`src/rtl/ain_scan_pkg.sv`:
```
// Constants, types and field layout for the analog input scan controller
package ain_scan_pkg;

    localparam int CHANNELS = 8;
    localparam int BW_HALF_CHANNELS = 4;
    localparam int VALUE_W = 12;
    localparam int CNT_W = 16;

    // Timing of the broken-wire test pulse
    localparam int CLK_PERIOD_NS = 100;
    localparam int TEST_PULSE_NS = 1600000;
    localparam int TEST_PULSE_CYCLES = (TEST_PULSE_NS + CLK_PERIOD_NS - 1) / CLK_PERIOD_NS;

    // Each channel occupies two bytes; the module window spans all channels
    localparam logic [7:0] WINDOW_BYTES = 8'h10;

    // Low-byte flag positions
    localparam int LO_OVERFLOW_BIT = 0;
    localparam int LO_BROKEN_BIT = 1;
    localparam int LO_BUSY_BIT = 2;

    // Mode switch bank A fields
    localparam int MODE_A_SELECTIVE_BIT = 0;
    localparam int MODE_A_BW_ENABLE_BIT = 1;
    localparam int MODE_A_BW_ALL_BIT = 2;
    // Mode switch bank B fields
    localparam int MODE_B_LAST_LSB = 0;

    typedef enum logic [2:0] {
        ST_IDLE = 3'b001,
        ST_TEST = 3'b010,
        ST_CONV = 3'b100
    } phase_type;

    typedef struct packed {
        logic [7:0] addr;
        logic [7:0] wdata;
        logic wr;
        logic rd;
    } bus_req_type;

    typedef struct packed {
        logic [7:0] rdata;
        logic ack;
    } bus_rsp_type;

    typedef struct packed {
        logic [7:0] mode_a;
        logic [7:0] mode_b;
        logic [5:0] addr_sel;
    } switch_type;

    typedef struct packed {
        logic done;
        logic [VALUE_W-1:0] value;
        logic overflow;
    } conv_rsp_type;

    typedef struct packed {
        phase_type phase;
        logic [2:0] chan;
        logic [CNT_W-1:0] cnt;
        logic open_seen;
        logic tested;
        logic sel_pend;
        logic [2:0] sel_chan;
        logic [CHANNELS-1:0] busy;
        logic [CHANNELS-1:0][15:0] result;
        bus_rsp_type rsp;
        logic conv_start;
        logic test_on;
    } state_type;

endpackage

```
`src/rtl/ain_scan_ctrl.sv`:
```
// Analog input scan controller: backplane slave, broken-wire test and sampling sequencer
//
// Local design decisions: the plain strobed port and the register offsets.
`timescale 1ns/1ps
`default_nettype none

module ain_scan_ctrl #(
    parameter logic [15:0] TEST_CYCLES = 16'(ain_scan_pkg::TEST_PULSE_CYCLES)
) (
    // Clock and reset
    input wire logic clk,
    input wire logic rst,
    // Backplane register port
    input wire ain_scan_pkg::bus_req_type bus_req,
    output ain_scan_pkg::bus_rsp_type bus_rsp,
    // Enable circuit
    input wire logic enable_in,
    input wire logic enable_jumper_in,
    // Address and mode selectors
    input wire ain_scan_pkg::switch_type switches,
    // Broken-wire test current and limit comparator
    input wire logic test_inhibit,
    input wire logic wire_open,
    output logic test_current_on,
    // Converter
    input wire ain_scan_pkg::conv_rsp_type conv_rsp,
    output logic conv_start,
    output logic [2:0] conv_chan
);

    ain_scan_pkg::state_type state_r;
    ain_scan_pkg::state_type state_nxt;

    // Channel covered by broken-wire detection under the current switches
    function automatic logic bw_selected(input logic [2:0] ch, input logic [7:0] mode_a);
        logic in_range;
        in_range = mode_a[ain_scan_pkg::MODE_A_BW_ALL_BIT] ||
                   (ch < 3'(ain_scan_pkg::BW_HALF_CHANNELS));
        return mode_a[ain_scan_pkg::MODE_A_BW_ENABLE_BIT] && in_range;
    endfunction

    // Pack converter output into high/low byte layout
    function automatic logic [15:0] pack_result(input logic [11:0] value,
                                                input logic overflow,
                                                input logic broken);
        logic [15:0] word;
        word = 16'h0000;
        if (!broken) begin
            word[15:4] = value;
        end
        word[ain_scan_pkg::LO_OVERFLOW_BIT] = overflow && !broken;
        word[ain_scan_pkg::LO_BROKEN_BIT] = broken;
        return word;
    endfunction

    logic responding;
    logic [7:0] base_addr;
    logic [7:0] offset;
    logic hit;
    logic selective;
    logic [2:0] last_chan;
    logic [2:0] hit_chan;

    always_comb begin
        // Open jumper takes the enable voltage out of the decision
        responding = !enable_jumper_in || enable_in;
        base_addr = {switches.addr_sel, 2'b00};
        offset = 8'(bus_req.addr - base_addr);
        hit = responding && (offset < ain_scan_pkg::WINDOW_BYTES);
        hit_chan = offset[3:1];
        selective = switches.mode_a[ain_scan_pkg::MODE_A_SELECTIVE_BIT];
        last_chan = switches.mode_b[ain_scan_pkg::MODE_B_LAST_LSB +: 3];
    end

    always_comb begin
        state_nxt = state_r;
        state_nxt.rsp.ack = 1'b0;
        state_nxt.rsp.rdata = 8'h00;
        state_nxt.conv_start = 1'b0;

        // Bus slave; a disabled module stays silent so the controller times out
        if (bus_req.rd && hit) begin
            state_nxt.rsp.ack = 1'b1;
            if (!offset[0]) begin
                state_nxt.rsp.rdata = state_r.result[hit_chan][15:8];
            end else begin
                state_nxt.rsp.rdata = state_r.result[hit_chan][7:0];
                // A queued start already reads busy, so a read right after the write is safe
                state_nxt.rsp.rdata[ain_scan_pkg::LO_BUSY_BIT] = state_r.busy[hit_chan] ||
                    (state_r.sel_pend && state_r.sel_chan == hit_chan);
            end
        end
        unique case (state_r.phase)
            ain_scan_pkg::ST_IDLE: begin
                if (selective && state_r.sel_pend) begin
                    state_nxt.chan = state_r.sel_chan;
                    state_nxt.sel_pend = 1'b0;
                    state_nxt.busy[state_r.sel_chan] = 1'b1;
                    state_nxt.phase = ain_scan_pkg::ST_TEST;
                end else if (!selective) begin
                    state_nxt.phase = ain_scan_pkg::ST_TEST;
                end
                state_nxt.cnt = '0;
                state_nxt.open_seen = 1'b0;
                state_nxt.tested = 1'b0;
            end
            ain_scan_pkg::ST_TEST: begin
                if (bw_selected(state_r.chan, switches.mode_a) && !test_inhibit) begin
                    state_nxt.test_on = 1'b1;
                    state_nxt.tested = 1'b1;
                    state_nxt.cnt = 16'(state_r.cnt + 16'h0001);
                    if (state_r.cnt == TEST_CYCLES) begin
                        // Compare against the limit at the end of the pulse
                        state_nxt.open_seen = wire_open;
                        state_nxt.test_on = 1'b0;
                        state_nxt.conv_start = 1'b1;
                        state_nxt.phase = ain_scan_pkg::ST_CONV;
                    end
                end else begin
                    // Inhibited or deselected: no current, flag stays clear
                    state_nxt.test_on = 1'b0;
                    state_nxt.open_seen = 1'b0;
                    state_nxt.conv_start = 1'b1;
                    state_nxt.phase = ain_scan_pkg::ST_CONV;
                end
            end
            ain_scan_pkg::ST_CONV: begin
                if (conv_rsp.done) begin
                    state_nxt.result[state_r.chan] =
                        pack_result(conv_rsp.value, conv_rsp.overflow,
                                    state_r.open_seen && state_r.tested);
                    state_nxt.busy[state_r.chan] = 1'b0;
                    state_nxt.phase = ain_scan_pkg::ST_IDLE;
                    if (!selective) begin
                        state_nxt.chan = (state_r.chan >= last_chan) ? 3'h0 :
                                         3'(state_r.chan + 3'h1);
                    end
                end
            end
        endcase

        // After the sequencer, so a start landing on a pickup cycle is not lost
        if (bus_req.wr && hit) begin
            state_nxt.rsp.ack = 1'b1;
            // A start while one is still queued replaces it; only one request is held
            if (selective) begin
                state_nxt.sel_pend = 1'b1;
                state_nxt.sel_chan = hit_chan;
            end
        end
    end

    always_ff @(posedge clk) begin
        if (rst) begin
            state_r <= '{phase: ain_scan_pkg::ST_IDLE, default: '0};
        end else begin
            state_r <= state_nxt;
        end
    end

    assign bus_rsp = state_r.rsp;
    assign test_current_on = state_r.test_on;
    assign conv_start = state_r.conv_start;
    assign conv_chan = state_r.chan;

endmodule

`default_nettype wire

```
`config.mk`:
```
export PLATFORM = sky130hd
export DESIGN_NAME = ain_scan_ctrl
export DESIGN_NICKNAME = d
export VERILOG_FILES = /design/src/rtl/ain_scan_pkg.sv /design/src/rtl/ain_scan_ctrl.sv
export SDC_FILE = /design/constraint.sdc
export NUM_CORES = 1
export LEC_CHECK = 0
export ABC_AREA = 1
export BUFFER_PORTS_ARGS = -buffer_cell sky130_fd_sc_hd__buf_2
export CAP_MARGIN = 20
export CORE_MARGIN = 4
export CORE_UTILIZATION = 24
export DETAILED_ROUTE_END_ITERATION = 10
export SYNTH_ARGS = -nofsm -noshare
export SYNTH_HDL_FRONTEND = slang
export SYNTH_SLANG_ARGS = --single-unit
```
`constraint.sdc`:
```
create_clock -name clk -period 2.1 [get_ports clk]
set_input_delay 0 -clock clk [delete_from_list [all_inputs] [get_ports clk]]
set_output_delay 0 -clock clk [all_outputs]
set_load 0.05 [all_outputs]
```
==> flow_summary.toml <==
[outcome]
status = "finished, final reports clean"

[die]
die_w_um = 187
boundaryPins = 74
die_y_um = 187
core_area_um2 = 31600
initial_core_util_pct = 24.4
rows = 65
dieArea_um2 = 35100

[power]
ir_worst_vdd_mv = 0.466
power.leakage_nw = 3.56
pwr-share-clk_pct = 44.5
p_sw_mw = 1.78
pwr_density_cell_nw_per_um2 = 786
power.share.sequential_pct = 45.1
p_comb_share_pct = 10.3
power.internal_mw = 5.30
swShare_pct = 25.2

[drt]
routed_wl_um = 21500
dr.pass1.iters = 7
first_iter_violations = 541
drcViolationCount = 0
viasPerCell = 4.78
wire_per_inst_um = 14.5
postRouteAntennaNets = 0
vias = 7067

[global_route]
grt_pass1_vias = 6425
grt_first_pass_wirelength_um = 34200
grt.total_usage_pct = 11.9
antenna_found_initial = 0
grt_max_degree = 79
grt_overflow = 0

[sta]
tightest_slew_ps = 703
relSlewSlack_pct = 53.1
period_share_pct = 84.3
hold_viol = 0
min_period_ps = 1770
worst_slack_ps = 330
max_freq_mhz = 565
clock_skew_ps = 9.77
setup_tns_ps = 0
rsz0062_at_grt = "false"
setup_violations = 0
maxSlewViolCount = 0

[yosys]
seq_area_frac_synth_pct = 43.3
synth_fp_nets = 1114
syn_area_um2 = 7730
synth_top_area_cell = "dfxtp_1"
ys_ff_latch = 167
syn_area_per_cell_um2 = 7.42
synth_top_area_share_pct = 43.3
synth.area.top_cells = "dfxtp_1 43%, o21ai_0 9.5%, a21oi_1 9.1%"
netlist_instances = 1042
synth.distinct_cells = 37
synth-warning-count = 0

[final_layout]
ff_latch_area_um2 = 3340
most-common-layout-cells = "167 x dfxtp_1, 147 x o21ai_0, 141 x a21oi_1"
layout.nets = 1138
drive_above_1_share_pct = 13.1
final_common_cell = "dfxtp_1"
finalInstanceArea_um2 = 9010
final_core_util_pct = 28.5
n_antenna_cell = 0
area_delta_synth_final_pct = 16.6
fin_cells = 1480
fill_cells = 3408
multiInputGateArea_um2 = 3610

[placed_design]
place_ws_ps = 112
place.gp.congestion = 0.788
dpl.hpwl_um = 13500
postPlaceCellArea_um2 = 8350
portBuffers = 55
placedCellCount = 1442

[critical_path]
criticalPathCategory = "register to register"
worstPathArrival_ps = 2120
worstSetupStartpointType = "register"
endpoint_kind = "register"
path_max_fanout = 23
required_ps = 2450

[cts]
postCtsSetupBuffers = 0
cts_tree = "built"
cts_root_buf = "clkbuf_16"
max-clock-path-buffers = 2
cts_sinks = 167
cts_made_buffers = 17
cts_htree_levels = 4
clock_latency_ps = 430
clk_pin_slew_ps = 60

[job]
cap_viol_max_count = 0

[worst_hold_path]
hp-class = "primary input to register"
## final timing paths
kind / start / endpoint / slack, ps / cells after the start
min: conv_rsp[4] / register / 30 / 3
max reg2reg: state_r[174] / register / 330 / 8
max: state_r[174] / register / 330 / 8
min reg2reg: state_r[110] / state_r[110] / 430 / 2
## cells by family (layout without fill, tap and decap cells)
group,Yosys count,count (layout),synth area share [%]
buffers and inverters,169,205,10.1
flip-flops,167,167,43.3
XOR/XNOR,3,3,0.340
AO/OA/AOI/OAI,379,379,27.2
AND/OR/NAND/NOR,312,312,17.1
adder cells (fa/ha/maj),12,12,2.04
## worst max-delay path, stage by stage, from the launching register on
cell	delay, ps
dfxtp_1	390
inv_2	70
nor3_4	300
nand2_4	120
clkinv_2	100
nand2_2	110
clkinv_2	330
o21ai_1	120
a21oi_1	130
## metal layers
layer | routed length, um | GRT usage [%] | vias up
met4 | 350 | 4.04 | 0
li1 | - | - | 3579
met5 | 0 | 0 | -
met2 | 9740 | 19.0 | 181
met3 | 906 | 2.13 | 24
met1 | 10500 | 16.3 | 3283
## cell type report
class / instances / area share (%)
Clock buffer: 21 / 4.89
Clock inverter: 10 / 1.61
Inverter: 92 / 3.89
Multi-Input combinational cell: 706 / 40.1
Sequential cell: 167 / 37.1
Tap cell: 402 / 5.58
Timing Repair Buffer: 82 / 6.89
## power groups by stage
| stage | Sequential [mW] | Combinational (mW) | Clock [mW] |
|---|---|---|---|
| after floorplan | 3.27 | 0.456 | 0 |
| after global placement | 3.27 | 0.711 | 0 |
| after detailed placement | 3.27 | 0.715 | 0 |
| after CTS | 3.20 | 0.728 | 3.25 |
| after global routing | 3.20 | 0.806 | 3.37 |
| final | 3.20 | 0.732 | 3.16 |
## Yosys cell counts (all sizes together)
cell type	instances
nor3	13
o21ai	178
a211oi	28
o211ai	4
or2	1
dfxtp	167
clkinv	4
o22ai	21
nand3	39
fa	1
a31oi	1
o221ai	5
nand2	127
buf	42
nor2	122
clkbuf	35
inv	88
nand4	10
xnor2	2
ha	11
a221oi	1
a21oi	141
xor2	1
## what timing repair did
action                                  CTS  global route
hold buffers                              7             0
gates resized for setup                   0             1
endpoints found under the setup margin    0             1
endpoints found under the hold margin     6             0
## metrics by stage
step | hold slack, ps | power [mW]
after floorplan | 144 | 3.73
after global placement | 287 | 3.98
after detailed placement | 296 | 3.98
after CTS | 18.7 | 7.17
after global routing | 48.9 | 7.37
final | 34.4 | 7.09
Power figures use the tool's default switching activity.
